<file path="config.mk">
export PLATFORM = sky130hd
export DESIGN_NAME = ccp_oc
export DESIGN_NICKNAME = d
export VERILOG_FILES = /design/src/ccp_pkg.sv /design/src/ccp_oc.sv
export VERILOG_INCLUDE_DIRS = /design/src
export SDC_FILE = /design/constraint.sdc
export NUM_CORES = 1
export LEC_CHECK = 0
export ABC_AREA = 1
export BUFFER_PORTS_ARGS = -buffer_cell sky130_fd_sc_hd__clkbuf_2
export CORE_AREA = 4 4 198 143
export CTS_BUF_LIST = sky130_fd_sc_hd__clkbuf_8
export CTS_CLUSTER_DIAMETER = 100
export CTS_CLUSTER_SIZE = 25
export DETAILED_ROUTE_END_ITERATION = 8
export DIE_AREA = 0 0 202 147
export PLACE_DENSITY = 0.73
export SLEW_MARGIN = 20
export SYNTH_ARGS = -nofsm -noshare
export SYNTH_HDL_FRONTEND = slang
export SYNTH_SLANG_ARGS = --single-unit
</file>
<file path="constraint.sdc">
create_clock -name clk -period 6.59 [get_ports clk]
set_input_delay 0.659 -clock clk [delete_from_list [all_inputs] [get_ports clk]]
set_output_delay 0.659 -clock clk [all_outputs]
set_load 0.02 [all_outputs]
</file>
<file path="src/ccp_cfg.svh">
/*
 * Register offsets, field positions, write masks and reset values of the
 * output compare stage. Assumes byte addresses on a 32-bit Avalon-MM bus.
 */
`ifndef CCP_CFG_SVH
`define CCP_CFG_SVH

`define CCP_OFS_CTL        6'h00
`define CCP_OFS_SDC        6'h04
`define CCP_OFS_PER        6'h08
`define CCP_OFS_CMPA       6'h0C
`define CCP_OFS_CMPB       6'h10
`define CCP_OFS_TMR        6'h14
`define CCP_OFS_STAT       6'h18
`define CCP_OFS_MASK       6'h1C
`define CCP_OFS_EVT        6'h20

`define CCP_CTL_ON_BIT     15
`define CCP_CTL_WIDE_BIT   5
`define CCP_CTL_WMASK      16'h802F
`define CCP_SDC_WMASK      16'hD0FF
`define CCP_RST_16         16'h0000
`define CCP_RST_32         32'h0000_0000
`define CCP_MASK_16B       32'h0000_FFFF
`define CCP_MASK_32B       32'hFFFF_FFFF

`define CCP_ST_MATCH_A     0
`define CCP_ST_MATCH_B     1
`define CCP_ST_PERIOD      2
`define CCP_ST_SHUTDOWN    3

`endif

</file>
<file path="src/ccp_pkg.sv">
/*
 * Types of the output compare stage: compare modes, shutdown control
 * layout and the bundle of shutdown source inputs.
 * Assumes ccp_cfg.svh carries the numeric constants.
 */
package ccp_pkg;

    typedef enum logic [3:0] {
        CCP_MODE_HIGH   = 4'h1,
        CCP_MODE_LOW    = 4'h2,
        CCP_MODE_TOGGLE = 4'h3,
        CCP_MODE_DUAL   = 4'h4,
        CCP_MODE_PWM    = 4'h5,
        CCP_MODE_CENTER = 4'h6,
        CCP_MODE_VFREQ  = 4'h7,
        CCP_MODE_EXT    = 4'hF
    } ccp_mode_t;

    typedef struct packed {
        logic       auto_restart_enable;
        logic       shutdown_gate_sync;
        logic       rsv13;
        logic       software_shutdown_force;
        logic [3:0] rsv11_8;
        logic [7:0] shutdown_source_enable;
    } ccp_sdc_t;

    typedef struct packed {
        logic fault_input_b;
        logic fault_input_a;
        logic logic_cell_out;
        logic comparator_three_out;
        logic comparator_two_out;
        logic comparator_one_out;
    } ccp_sd_src_t;

endpackage

</file>
<file path="src/ccp_oc.sv">
/*
 * Output compare stage with auto-shutdown: time base, compare matching,
 * output waveform, shutdown gating, status/mask interrupt and an
 * Avalon-MM slave with one wait state.
 * Assumes all inputs are synchronous to clk; one clock domain.
 */
// Implementation choices: the register offsets and the Avalon-MM interface to the registers.
`timescale 1ns/1ps
`include "ccp_cfg.svh"

module ccp_oc (
    input  wire logic                clk,
    input  wire logic                rst_b,
    input  wire logic [5:0]          avs_address,
    input  wire logic                avs_read,
    input  wire logic                avs_write,
    input  wire logic [31:0]         avs_writedata,
    input  wire logic [3:0]          avs_byteenable,
    output logic      [31:0]         avs_readdata,
    output logic                     avs_waitrequest,
    input  wire ccp_pkg::ccp_sd_src_t sd_src,
    input  wire logic                ext_input,
    output logic                     compare_out,
    output logic                     irq
);

    logic                  wait_q;
    logic [31:0]           rdata_q;
    logic [31:0]           rdata_d;
    logic [15:0]           ctl_q;
    ccp_pkg::ccp_sdc_t     sdc_q;
    logic [31:0]           per_q;
    logic [31:0]           cmpa_q;
    logic [31:0]           cmpb_q;
    logic [31:0]           cmpa_buf_q;
    logic [31:0]           cmpb_buf_q;
    logic [31:0]           tb_q;
    logic                  dir_q;
    logic                  out_q;
    logic                  cmp_out_q;
    logic                  sef_q;
    logic [3:0]            stat_q;
    logic [3:0]            mask_q;
    logic                  irq_q;
    logic                  wr;
    logic                  rd;
    logic [31:0]           wmerge;
    ccp_pkg::ccp_mode_t    mode;
    logic                  wide;
    logic                  single;
    logic                  valid;
    logic                  buffered;
    logic [31:0]           tmask;
    logic [31:0]           ca_eff;
    logic [31:0]           cb_eff;
    logic [31:0]           top;
    logic                  wrap;
    logic                  match_a;
    logic                  match_b;
    logic [7:0]            src_vec;
    logic                  sd_req;
    logic                  sef_set;
    logic                  sef_clr;
    logic [3:0]            events;

    function automatic logic [31:0] merge_be(
        input logic [31:0] old_v,
        input logic [31:0] new_v,
        input logic [3:0]  be
    );
        logic [31:0] r;
        r = old_v;
        for (int i = 0; i < 4; i++) begin
            if (be[i]) begin
                r[i*8 +: 8] = new_v[i*8 +: 8];
            end
        end
        return r;
    endfunction

    ////////////////////////////////////////////////////////////////////////
    // bus slave: one wait state, request taken when waitrequest is low

    always_ff @(posedge clk or negedge rst_b) begin
        if (!rst_b) begin
            wait_q <= 1'b1;
        end else if ((avs_read || avs_write) && wait_q) begin
            wait_q <= 1'b0;
        end else begin
            wait_q <= 1'b1;
        end
    end

    assign wr     = avs_write && !wait_q;
    assign rd     = avs_read && !wait_q;
    assign wmerge = merge_be(rdata_d, avs_writedata, avs_byteenable);

    always_comb begin
        rdata_d = `CCP_RST_32;
        unique case (avs_address)
            `CCP_OFS_CTL:  rdata_d = {16'h0000, ctl_q};
            `CCP_OFS_SDC:  rdata_d = {16'h0000, sdc_q};
            `CCP_OFS_PER:  rdata_d = per_q;
            `CCP_OFS_CMPA: rdata_d = cmpa_q;
            `CCP_OFS_CMPB: rdata_d = cmpb_q;
            `CCP_OFS_TMR:  rdata_d = tb_q;
            `CCP_OFS_STAT: rdata_d = {28'h000_0000, stat_q};
            `CCP_OFS_MASK: rdata_d = {28'h000_0000, mask_q};
            `CCP_OFS_EVT:  rdata_d = {30'h0000_0000, sd_req, sef_q};
            default:       rdata_d = `CCP_RST_32;
        endcase
    end

    // data sampled when the wait state starts, stands through the answer
    always_ff @(posedge clk or negedge rst_b) begin
        if (!rst_b) begin
            rdata_q <= `CCP_RST_32;
        end else if (avs_read && wait_q) begin
            rdata_q <= rdata_d;
        end
    end

    ////////////////////////////////////////////////////////////////////////
    // software registers

    always_ff @(posedge clk or negedge rst_b) begin
        if (!rst_b) begin
            ctl_q <= `CCP_RST_16;
        end else if (wr && avs_address == `CCP_OFS_CTL) begin
            ctl_q <= wmerge[15:0] & `CCP_CTL_WMASK;
        end
    end

    always_ff @(posedge clk or negedge rst_b) begin
        if (!rst_b) begin
            sdc_q <= ccp_pkg::ccp_sdc_t'(`CCP_RST_16);
        end else if (wr && avs_address == `CCP_OFS_SDC) begin
            sdc_q <= ccp_pkg::ccp_sdc_t'(wmerge[15:0] & `CCP_SDC_WMASK);
        end
    end

    always_ff @(posedge clk or negedge rst_b) begin
        if (!rst_b) begin
            per_q  <= `CCP_RST_32;
            cmpa_q <= `CCP_RST_32;
            cmpb_q <= `CCP_RST_32;
        end else if (wr) begin
            if (avs_address == `CCP_OFS_PER) begin
                per_q <= wmerge;
            end
            if (avs_address == `CCP_OFS_CMPA) begin
                cmpa_q <= wmerge;
            end
            if (avs_address == `CCP_OFS_CMPB) begin
                cmpb_q <= wmerge;
            end
        end
    end

    always_ff @(posedge clk or negedge rst_b) begin
        if (!rst_b) begin
            mask_q <= 4'h0;
        end else if (wr && avs_address == `CCP_OFS_MASK) begin
            mask_q <= wmerge[3:0];
        end
    end

    ////////////////////////////////////////////////////////////////////////
    // mode decode; 32-bit width is honoured by single-edge modes only

    assign mode     = ccp_pkg::ccp_mode_t'(ctl_q[3:0]);
    assign wide     = ctl_q[`CCP_CTL_WIDE_BIT];
    assign single   = mode == ccp_pkg::CCP_MODE_HIGH || mode == ccp_pkg::CCP_MODE_LOW
                   || mode == ccp_pkg::CCP_MODE_TOGGLE;
    assign valid    = ctl_q[`CCP_CTL_ON_BIT] && (single || (!wide &&
                      (mode == ccp_pkg::CCP_MODE_DUAL || mode == ccp_pkg::CCP_MODE_PWM
                    || mode == ccp_pkg::CCP_MODE_CENTER || mode == ccp_pkg::CCP_MODE_VFREQ
                    || mode == ccp_pkg::CCP_MODE_EXT)));
    assign tmask    = (wide && single) ? `CCP_MASK_32B : `CCP_MASK_16B;
    assign buffered = mode == ccp_pkg::CCP_MODE_PWM || mode == ccp_pkg::CCP_MODE_CENTER;
    assign ca_eff   = (buffered ? cmpa_buf_q : cmpa_q) & tmask;
    assign cb_eff   = (buffered ? cmpb_buf_q : cmpb_q) & tmask;
    // variable frequency: compare A sets the period itself
    assign top      = (mode == ccp_pkg::CCP_MODE_VFREQ) ? ca_eff : (per_q & tmask);
    assign wrap     = valid && ((mode == ccp_pkg::CCP_MODE_CENTER) ? (dir_q && tb_q == 32'h0)
                                                                    : (tb_q == top));
    assign match_a  = valid && tb_q == ca_eff;
    assign match_b  = valid && tb_q == cb_eff;

    ////////////////////////////////////////////////////////////////////////
    // time base; counts up/down in center mode, otherwise up to top

    always_ff @(posedge clk or negedge rst_b) begin
        if (!rst_b) begin
            tb_q  <= `CCP_RST_32;
            dir_q <= 1'b0;
        end else if (!valid) begin
            tb_q  <= `CCP_RST_32;
            dir_q <= 1'b0;
        end else if (mode == ccp_pkg::CCP_MODE_CENTER) begin
            if (!dir_q) begin
                if (tb_q >= top) begin
                    dir_q <= 1'b1;
                    tb_q  <= (tb_q == 32'h0) ? tb_q : tb_q - 32'h1;
                end else begin
                    tb_q <= tb_q + 32'h1;
                end
            end else if (tb_q == 32'h0) begin
                dir_q <= 1'b0;
                tb_q  <= (top == 32'h0) ? tb_q : 32'h1;
            end else begin
                tb_q <= tb_q - 32'h1;
            end
        end else if (wrap) begin
            tb_q <= `CCP_RST_32;
        end else begin
            tb_q <= (tb_q + 32'h1) & tmask;
        end
    end

    // shadows load only at period start or while stopped so a duty change never glitches
    always_ff @(posedge clk or negedge rst_b) begin
        if (!rst_b) begin
            cmpa_buf_q <= `CCP_RST_32;
            cmpb_buf_q <= `CCP_RST_32;
        end else if (wrap || !valid) begin
            cmpa_buf_q <= cmpa_q;
            cmpb_buf_q <= cmpb_q;
        end
    end

    ////////////////////////////////////////////////////////////////////////
    // waveform; compare B wins a tie so equal values give 0% duty

    always_ff @(posedge clk or negedge rst_b) begin
        if (!rst_b) begin
            out_q <= 1'b0;
        end else if (!valid) begin
            out_q <= 1'b0;
        end else begin
            unique case (mode)
                ccp_pkg::CCP_MODE_HIGH: begin
                    if (match_a) begin
                        out_q <= 1'b1;
                    end
                end
                ccp_pkg::CCP_MODE_LOW: begin
                    if (match_a) begin
                        out_q <= 1'b0;
                    end
                end
                ccp_pkg::CCP_MODE_TOGGLE, ccp_pkg::CCP_MODE_VFREQ: begin
                    if (match_a) begin
                        out_q <= !out_q;
                    end
                end
                ccp_pkg::CCP_MODE_DUAL, ccp_pkg::CCP_MODE_PWM: begin
                    if (match_b) begin
                        out_q <= 1'b0;
                    end else if (match_a) begin
                        out_q <= 1'b1;
                    end
                end
                ccp_pkg::CCP_MODE_CENTER: begin
                    out_q <= tb_q >= ca_eff && tb_q < cb_eff;
                end
                ccp_pkg::CCP_MODE_EXT: begin
                    out_q <= ext_input;
                end
                default: begin
                    out_q <= 1'b0;
                end
            endcase
        end
    end

    ////////////////////////////////////////////////////////////////////////
    // auto-shutdown

    assign src_vec = {sd_src.fault_input_b, sd_src.fault_input_a, sd_src.logic_cell_out,
                      2'b00, sd_src.comparator_three_out, sd_src.comparator_two_out,
                      sd_src.comparator_one_out};
    assign sd_req  = |(src_vec & sdc_q.shutdown_source_enable)
                  || sdc_q.software_shutdown_force;
    // gate mode waits for a period start; a stopped timer never releases it
    assign sef_set = sd_req && (!sdc_q.shutdown_gate_sync || wrap);
    assign sef_clr = (sdc_q.auto_restart_enable && wrap && !sd_req)
                  || (wr && avs_address == `CCP_OFS_EVT && avs_writedata[0]
                      && avs_byteenable[0]);

    always_ff @(posedge clk or negedge rst_b) begin
        if (!rst_b) begin
            sef_q <= 1'b0;
        end else if (sef_set) begin
            sef_q <= 1'b1;
        end else if (sef_clr) begin
            sef_q <= 1'b0;
        end
    end

    always_ff @(posedge clk or negedge rst_b) begin
        if (!rst_b) begin
            cmp_out_q <= 1'b0;
        end else begin
            cmp_out_q <= out_q && !sef_q && !sef_set;
        end
    end

    ////////////////////////////////////////////////////////////////////////
    // sticky status, cleared by reading it; a new event beats the clear

    assign events = {sef_set && !sef_q, wrap, match_b, match_a};

    always_ff @(posedge clk or negedge rst_b) begin
        if (!rst_b) begin
            stat_q <= 4'h0;
        end else if (rd && avs_address == `CCP_OFS_STAT) begin
            // clear only what the answer reported; events after it survive
            stat_q <= (stat_q & ~rdata_q[3:0]) | events;
        end else begin
            stat_q <= stat_q | events;
        end
    end

    always_ff @(posedge clk or negedge rst_b) begin
        if (!rst_b) begin
            irq_q <= 1'b0;
        end else begin
            irq_q <= |(stat_q & mask_q);
        end
    end

    assign avs_readdata    = rdata_q;
    assign avs_waitrequest = wait_q;
    assign compare_out     = cmp_out_q;
    assign irq             = irq_q;

endmodule

</file>
---- After elaboration in Yosys (flattened, before gate mapping) ----
Cells that the tools add are included.
word-level totals
  output and inout bits ................... 35
  register bits ........................... 255
  logic and storage cells ................. 151
cells by class
  $add $sub $neg .......................... 2
  reductions and logical operators ........ 59
  equality and inequality tests ........... 24
  bitwise operators ....................... 10
  muxes and demuxes ....................... 33
  $lt $le $gt $ge ......................... 3
operators with widths
  cell                                                  number
  2-to-1 mux 32 bit                                     12
  one-hot mux 32 bit (9 select lines)                   1
  bitwise AND 32 bit                                    4
  equality test 32 bit                                  3
  >= comparator 32 bit                                  2
  zero test 32 bit                                      2
  adder 32 x 1 -> 32 bit (second input constant)        1
  less-than comparator 32 bit                           1
  2-to-1 mux 8 bit                                      4
  subtractor 32 x 1 -> 32 bit (second input constant)   1
  logical AND 1 bit                                     25
  equality test 6 x 5 -> 1 bit (second input constant)  4
  equality test 4 x 3 -> 1 bit (second input constant)  4
  2-to-1 mux 1 bit                                      14
  logical OR 1 bit                                      13
  equality test 6 x 4 -> 1 bit (second input constant)  2
  inequality test 5 bit (second input constant)         2
  AND reduction 2 bit                                   5
  bitwise AND 4 bit                                     2
  bitwise AND 8 bit                                     1
  equality test 4 x 2 -> 1 bit (second input constant)  2
  zero test 1 bit                                       8
  OR 4 bit                                              2
  OR reduction 8 bit                                    1
  13 further kinds                                      15

---- Longest topological paths before layout ----
Gate-level depths: netlist of the first run.
  depth in word-level cells ............... 15
  depth in mapped cells ................... 27
  depth with buffers taken out ............ 25

---- Least setup slack after synthesis of the first run ----
OpenSTA, ideal clock, no wires.
  path kind ............................... register to register
  start ................................... reg ctl_q[0]
  end ..................................... reg tb_q[26]
  data required time ...................... 6.469 ns
  setup slack ............................. 3.234 ns
  cell stages (with the launch flop) ...... 22
  buffers on the path ..................... 3
  data arrival time ....................... 3.235 ns
  period minus slack after synthesis ...... 3.356 ns
  cell sequence ........................... dfrtp_1 > inv_2 > nand2_2 > nand2_1 > nor2_1 > clkbuf_1 > clkbuf_1 > nand2_1 > ha_1 > nand2_1 > nor2_1 > nand2_1 > nor2_1 > nand2_1 > nand2_1 > nor2_1 > nand3_1 > clkinv_1 > clkbuf_1 > nand2_1 > nand3_1 > a21oi_1
between the ends
  longest elaborated chain between the ends .. 13
  elaborated cells between the ends (all ways) .. 38
  classes of those cells .................. order compare (1); eq/ne (11); mux (9); bitwise (3); reduce/logical (14)
RTL lines
  what                                                           RTL line       RTL
  start: declaration                                             ccp_oc.sv:30   logic [15:0] ctl_q;
  start signal: assignment                                       ccp_oc.sv:128  ctl_q <= `CCP_RST_16;
  start signal: assignment                                       ccp_oc.sv:130  ctl_q <= wmerge[15:0] & `CCP_CTL_WMASK;
  branches (longest 13 deep; another with >= comparator 32 bit)  --
  end signal: assignment                                         ccp_oc.sv:198  tb_q <= `CCP_RST_32;
  end signal: assignment                                         ccp_oc.sv:215  tb_q <= `CCP_RST_32;
  end signal: assignment                                         ccp_oc.sv:217  tb_q <= (tb_q + 32'h1) & tmask;
  end: declaration                                               ccp_oc.sv:37   logic [31:0] tb_q;
Several ways; the timed one is not identified.
A chain may end at the register's enable or synchronous reset.

---- Worst setup path in the final report of the first run ----
  start ................................... reg ctl_q[1]
  end ..................................... reg tb_q[27]
The elaborated chain is that of the path after synthesis.

==> results.toml, run 1 <==
[status]
status = "finished clean"

[timing]
fmax_ghz = 0.217
fin_crit_sh_pct = 69.9
finalCriticalPeriod_ps = 4610
tightest_slew_ps = 1180
setup_viol = 0
drv_slew = 0
grt_setup_unrepaired = "no"
relSlewSlack_pct = 21.4
fin_skew_ps = 22.8
setup_slack_ps = 1980
setup_tns_ps = 0
hold_viol = 0

[yosys]
avgSynthCellArea_um2 = 6.99
ys_seq_area_share_pct = 36.9
ys_types = 45
ys_ff_latch = 223
ys_async_sr_fraction_pct = 100
synth_top_area_share_pct = 36.7
synthFlopType = "dfrtp_1"
synth-warning-count = 0
synthTopCellsByArea = "dfrtp_1 (37%), nand2_1 (14%), o21ai_0 (8.5%)"
synth_cells = 2162
synth_edf_count = 0
synthesis.nets = 2314
syn_area_um2 = 15100
yosys.area.top_type = "dfrtp_1"

[layout]
final_nets = 2332
drive_above_1_share_pct = 6.33
fillers = 2554
area_delta_synth_final_pct = 5.31
diodes = 0

[global_route]
overflow = 0
grt_pass1_wl_um = 81400
gr-usage-all-layers_pct = 34.8
grt_start_max_net_pins = 160
antenna_found_initial = 1
grt_pass1_vias = 14000

[critical_path]
worstSetupEndpointType = "register"
cpPeakStageDelay_ps = 580
slowest_stage = "clkinv_1"
worstPathRequired_ps = 7080
r2r-start = "ctl_q[1]$_DFFE_PN0P_"
crit_chain = "inv_2, nand2_2, nand3_1, buf_4, nand2_1, nand2_1, nand2_1, nand2_1, ha_1, nand2_1, nor2_1, nand2_1, nor2_1, nand2_1, nand2_1, nor2_1, nand3_1, buf_4, clkinv_1, nand2_1, nand3_1, a21oi_1"
cp_max_fo = 32
critPathLaunchType = "register"
cp_num_buf_inv = 4
cpMostUsedCell = "nand2_1"
crit_start = "ctl_q[1]$_DFFE_PN0P_"
path_delay_family = "simple AND/OR/NAND/NOR gates"
critical_path_class = "reg -> reg"
cp_data_arrival_time_ps = 5090

[floorplan]
start_util_pct = 57.4
core_um2 = 26300
die-width_um = 202
row_count = 50
ios = 88
dieArea_um2 = 29700
die_h_um = 147

[clocking]
cts.hold.buffers_added = 0
cts_resized = 0
clkLatencyLatePin_ps = 550
htreeDepth = 1
clockRootBuffer = "clkbuf_8"
post_cts_buffers = 0
cts_tree = "yes"
clk_path_buf_depth = 3
cts_buffers = 12
cts.sinks = 223
path_clk_slew_ps = 180

[routing]
drc = 0
drtIter0Drc = 1947
routedWlPerCell_um = 20.5
ant_nets = 0
vias = 15200
drt_first_pass_iters = 6
viasPerCell = 5.96
wirelength_um = 52200

[power_and_ir_drop]
p_leak_nw = 7.92
ir_drop_v = 0.000171
power_w = 0.00265
p_per_area_nw_per_um2 = 167

[placement]
io_buffers = 87
dpl_worst_slack_ps = 1900
gp_congestion = 1.01
place_hpwl_um = 40400

[flow_run]
max_cap_viol_count = 0

[min_path]
min_path_type = "in -> async"
[worst register-to-register path: stages (launching register included)]
cell      delay [ps]
dfrtp_1          500
inv_2             80
nand2_2          280
nand3_1          510
buf_4            420
nand2_1          120
nand2_1           70
nand2_1           60
nand2_1          120
ha_1             310
nand2_1           60
nor2_1           130
nand2_1           80
nor2_1           100
nand2_1           80
nand2_1           80
nor2_1            90
nand3_1          100
buf_4            290
clkinv_1         580
nand2_1          220
nand3_1           90
a21oi_1          160
[cell type report]
| class | count | area [um2] | share of cell area (%) |
|---|---|---|---|
| multi-input cells | 1631 | 8350 | 52.5 |
| inverters | 212 | 796 | 5.00 |
| flip-flops and latches | 223 | 5580 | 35.1 |
| clock inverters | 3 | 16.3 | 0.102 |
| well taps | 364 | 455 | 2.86 |
| clock buffers | 12 | 165 | 1.04 |
| repair buffers | 100 | 556 | 3.49 |
[cell usage in the layout (no fill, tap or decap), types with 33 or more instances in the layout]
master      n
a21oi_1   124
clkbuf_2   86
dfrtp_1   222
ha_1       99
inv_1     206
nand2_1   567
nand3_1   107
nand4_1    38
nor2_1    250
nor3_1     33
o21ai_0   258
xor2_1     43
[path summary, 6_finish.rpt]
path	end	slack, ps	cells after the start
hold / removal	cmpa_q[3]$_DFFE_PN0P_	20	1
hold reg to reg	cmpb_q[8]$_DFFE_PN0P_	510	2
max in group asynchronous	cmpb_q[12]$_DFFE_PN0P_	5250	2
min in group clk	avs_waitrequest$_DFF_PN1_	300	2
setup reg to reg	tb_q[27]$_DFFE_PN0P_	1980	22
setup / recovery	tb_q[27]$_DFFE_PN0P_	1980	22
[metal layers]
layer / track usage [%] / up-vias / share of wire (%)
met5: 0 / - / 0
met4: 5.05 / 0 / 1.4
met3: 13.5 / 54 / 16
met2: 43.8 / 900 / 37
met1: 56.3 / 7107 / 46
li1: - / 7119 / -
[cell usage after synthesis (all sizes together) (2+ instances only)]
library cell,instances
ha,99
xor2,43
a21o,3
o41ai,2
nand3,107
nor3,33
a211oi,5
buf,32
nor2,255
dfrtp,222
nor4,13
a221oi,11
a41oi,2
o22ai,19
clkinv,2
o21a,3
and2,15
or2,8
o2111ai,2
o21bai,3
o21ai,261
xnor2,3
inv,210
nand4,38
a21oi,124
nand2,570
clkbuf,64
a31oi,4
mux2,2
[power breakdown]
| part | internal (W) | total (W) | leakage [nW] | switching (W) |
|---|---|---|---|---|
| clock | 0.000173 | 0.000629 | 0.101 | 0.000456 |
| sequential | 0.00146 | 0.00154 | 2.91 | 0.0000843 |
| combinational | 0.000142 | 0.000481 | 4.91 | 0.000340 |
| total | 0.00177 | 0.00265 | 7.92 | 0.000880 |
[registers in the layout, indices dropped and copies added (netlist names)]
| name | cells |
|---|---|
| per_q | 32 |
| mask_q | 4 |
| ctl_q | 6 |
| cmpa_buf_q | 16 |
| avs_readdata | 32 |
| dir_q | 1 |
| irq | 1 |
| out_q | 1 |
| tb_q | 32 |
| cmpb_buf_q | 16 |
| cmpa_q | 32 |
| stat_q | 4 |
| cmpb_q | 32 |
| sef_q | 1 |
| compare_out | 1 |
| avs_waitrequest | 1 |
| sdc_q | 11 |
[logic make-up after synthesis]
logic type	Yosys count	share of synthesized area [%]
buf+inv	308	7.95
fa+ha+maj	99	8.19
simple gates	1042	28.5
flops	223	36.9
mux	2	0.149
xor+xnor	46	2.66
compound gates	442	15.6
[stage by stage]
step / util, % / instances / hold slack (ps) / instance area [um2]
after floorplan: - / 2162 / 363 / 15100
after global placement: 59.7 / 2530 / 463 / 15700
after detailed placement: 59.7 / 2530 / 473 / 15700
after CTS: 60.4 / 2545 / 39.8 / 15900
after global routing: 60.4 / 2545 / 63.8 / 15900
final: 60.4 / 2545 / 22.8 / 15900
(Power assumes the default switching activity.)
==> inputs of run 2 (changes only) <==
--- a/config.mk
+++ b/config.mk
@@ -6,14 +6,14 @@
 export SDC_FILE = /design/constraint.sdc
 export NUM_CORES = 1
 export LEC_CHECK = 0
-export ABC_AREA = 1
+export ABC_AREA = 0
 export BUFFER_PORTS_ARGS = -buffer_cell sky130_fd_sc_hd__clkbuf_2
-export CORE_AREA = 4 4 198 143
+export CORE_AREA = 4 4 191 138
 export CTS_BUF_LIST = sky130_fd_sc_hd__clkbuf_8
 export CTS_CLUSTER_DIAMETER = 100
 export CTS_CLUSTER_SIZE = 25
 export DETAILED_ROUTE_END_ITERATION = 8
-export DIE_AREA = 0 0 202 147
+export DIE_AREA = 0 0 195 142
 export PLACE_DENSITY = 0.73
 export SLEW_MARGIN = 20
 export SYNTH_ARGS = -nofsm -noshare
==> constraint.sdc (replaced) <==
create_clock -name clk -period 4.3 [get_ports clk]
set_input_delay 0.43 -clock clk [delete_from_list [all_inputs] [get_ports clk]]
set_output_delay 0.43 -clock clk [all_outputs]
set_load 0.02 [all_outputs]
==> run 2 against run 1 <==
Critical path depth fell by 6. Routed wire length fell by 20%. Sequential share of layout area rose by 1.9 points. Clock power rose by 53%. Fmax rose by 13%. Sequential power rose by 47%.
==> results.toml, run 2 <==
[status]
status = "finished clean"

[timing]
fin_skew_ps = 13.1
finalCriticalPeriod_ps = 4080
grt_setup_unrepaired = "no"
tightest_slew_ps = 1000
setup_tns_ps = 0
hold_viol = 0
drv_slew = 0
setup_viol = 0
fin_crit_sh_pct = 94.9
fmax_ghz = 0.245
relSlewSlack_pct = 32.9

[layout]
diodes = 0
mostFrequentLayoutCell = "dfrtp_1"
area_delta_synth_final_pct = 7.62
layout_common_cells = "dfrtp_1 (222), nand2_1 (201), o21ai_0 (167), ha_1 (99), clkbuf_2 (86)"
layout.cells.non_filler = 1865
final_nets = 1689
drive_above_1_share_pct = 17.3
fillers = 2125

[floorplan]
die_h_um = 142
dieArea_um2 = 27700
start_util_pct = 57.5
die-width_um = 195
row_count = 48
ios = 88
core_um2 = 24400

[yosys]
synth_top_area_share_pct = 39.6
yosys-top-cells-count = "dfrtp_1 (222), nand2_1 (205), o21ai_0 (167)"
synthesis.nets = 1641
yosysMostFrequentCell = "dfrtp_1"
avgSynthCellArea_um2 = 9.42
ys_async_sr_fraction_pct = 100
synth_cells = 1489
syn_area_um2 = 14000
synthTopCellsByArea = "dfrtp_1 (40%), ha_1 (8.8%), mux2_2 (6.7%)"
ys_types = 72
synth_edf_count = 0
synthFlopType = "dfrtp_1"
synth-warning-count = 0
yosys.area.top_type = "dfrtp_1"
ys_seq_area_share_pct = 39.8
ys_ff_latch = 223

[placement]
place_inst = 1847
io_buffers = 87
gp_congestion = 0.964
place_hpwl_um = 30600

[critical_path]
cpPeakStageDelay_ps = 520
cp_data_arrival_time_ps = 4530
r2r-start = "ctl_q[1]$_DFFE_PN0P_"
r2r-end = "tb_q[11]$_DFFE_PN0P_"
worstPathRequired_ps = 4740
rrSetupSlack_ps = 220
cp_max_fo = 14
slowest_stage = "or4_1"
path_delay_family = "simple AND/OR/NAND/NOR gates"
critical_path_class = "reg -> reg"
worstSetupEndpointType = "register"
cp_num_buf_inv = 2
reg2reg_depth = 16
critPathLaunchType = "register"
crit_chain = "xor2_1, and2_4, mux2i_1, nor2_1, a21oi_1, ha_1, nand4_1, nor2_1, a41o_1, or4_1, nor2_1, buf_4, or2_1, buf_4, o22ai_1, o211a_1"
cpMostUsedCell = "nor2_1"

[clocking]
clk_path_buf_depth = 3
cts.sinks = 223
path_clk_slew_ps = 150
cts_tree = "yes"
htreeDepth = 1
clockRootBuffer = "clkbuf_8"
clkLatencyLatePin_ps = 540
cts_buffers = 12

[global_route]
antenna_found_initial = 0
gr-usage-all-layers_pct = 29.7
grt_start_max_net_pins = 96
grt_pass1_wl_um = 66400
overflow = 0
grt_pass1_vias = 11500

[min_path]
hold_path_depth = 2
hold_start = "avs_write"
min_path_type = "in -> reg"
hold-path-endpoint = "avs_waitrequest$_DFF_PN1_"

[routing]
drc = 0
drtIter0Drc = 1482
vias = 12400
ant_nets = 0
wirelength_um = 41800
routedWlPerCell_um = 22.4
viasPerCell = 6.66
drt_first_pass_iters = 6

[flow_run]
max_cap_viol_count = 0

[power_and_ir_drop]
ir_drop_v = 0.000354
p_leak_nw = 7.16
p_per_area_nw_per_um2 = 247
[run 2: changes by cell type in the layout (fill, tap and decap cells not counted), moves of 19 or more]
cell and delta:
a21oi_1 -83, nand2_1 -366, buf_4 +34, mux2_2 +81, a22o_1 +23, xor2_1 -40
o21ai_0 -91, nor3_1 +19, a21o_1 +26, nor2_1 -186, mux2i_1 +58, inv_1 -173
nand3_1 -85
[run 2: layer usage]
layer	track usage (%)	routed length, um
met1	48.1	19800
met5	0	0
met3	6.70	5030
met4	4.33	476
met2	41.3	16500
[run 2: final cells by class]
cell class / count / area, um2 / share of cell area, %
multi-input combinational: 1134 / 7950 / 52.6
sequential: 223 / 5580 / 37.0
timing repair buffer: 136 / 841 / 5.57
tap: 325 / 407 / 2.69
clock buffer: 14 / 193 / 1.28
inverter: 30 / 113 / 0.746
clock inverter: 3 / 11.3 / 0.0746
[run 2: logic make-up after synthesis]
kind of cell / synth area share, %
AND/OR/NAND/NOR: 16.1
adder cells (fa/ha/maj): 8.83
flip-flops: 39.8
XOR/XNOR: 0.312
multiplexers: 10.8
AO/OA/AOI/OAI: 20.2
buffers and inverters: 3.97
[run 2: per-stage QoR]
| step | area [um2] | worst slack [ps] | hold WS, ps | utilization [%] | total power (W) |
|---|---|---|---|---|---|
| after floorplan | 14000 | 374 | 134 | - | 0.00257 |
| after global placement | 14900 | 268 | 468 | 60.9 | 0.00278 |
| after detailed placement | 14900 | 113 | 475 | 60.9 | 0.00280 |
| after CTS | 15100 | 99.5 | 23.6 | 61.8 | 0.00374 |
| after global routing | 15100 | 16.4 | 55.7 | 61.9 | 0.00388 |
| final | 15100 | 219 | 28.7 | 61.9 | 0.00373 |
[run 2: power by group]
| group | switching, W | internal [W] | total (W) |
|---|---|---|---|
| clock | 0.000663 | 0.000299 | 0.000962 |
| sequential | 0.0000871 | 0.00218 | 0.00226 |
| combinational | 0.000315 | 0.000192 | 0.000508 |
| total | 0.00106 | 0.00267 | 0.00373 |
[run 2: worst max path at each step]
stage / cells after the start / slack [ps] / from / endpoint
finish: 16 / 220 / ctl_q[1]$_DFFE_PN0P_ / tb_q[11]$_DFFE_PN0P_
global route: 16 / 20 / ctl_q[3]$_DFFE_PN0P_ / tb_q[16]$_DFFE_PN0P_
CTS: 15 / 100 / ctl_q[1]$_DFFE_PN0P_ / tb_q[21]$_DFFE_PN0P_
detailed placement: 15 / 110 / ctl_q[2]$_DFFE_PN0P_ / tb_q[7]$_DFFE_PN0P_
global placement: 15 / 270 / ctl_q[1]$_DFFE_PN0P_ / tb_q[28]$_DFFE_PN0P_
floorplan: 17 / 370 / ctl_q[2]$_DFFE_PN0P_ / tb_q[28]$_DFFE_PN0P_
[run 2: repair_timing]
action | 4_1_cts | 5_1_grt
hold buffers | 1 | 0
hold endpoints to repair | 82 | 0
setup endpoints to repair | 0 | 29
resized for setup | 0 | 7
setup buffers | 0 | 0
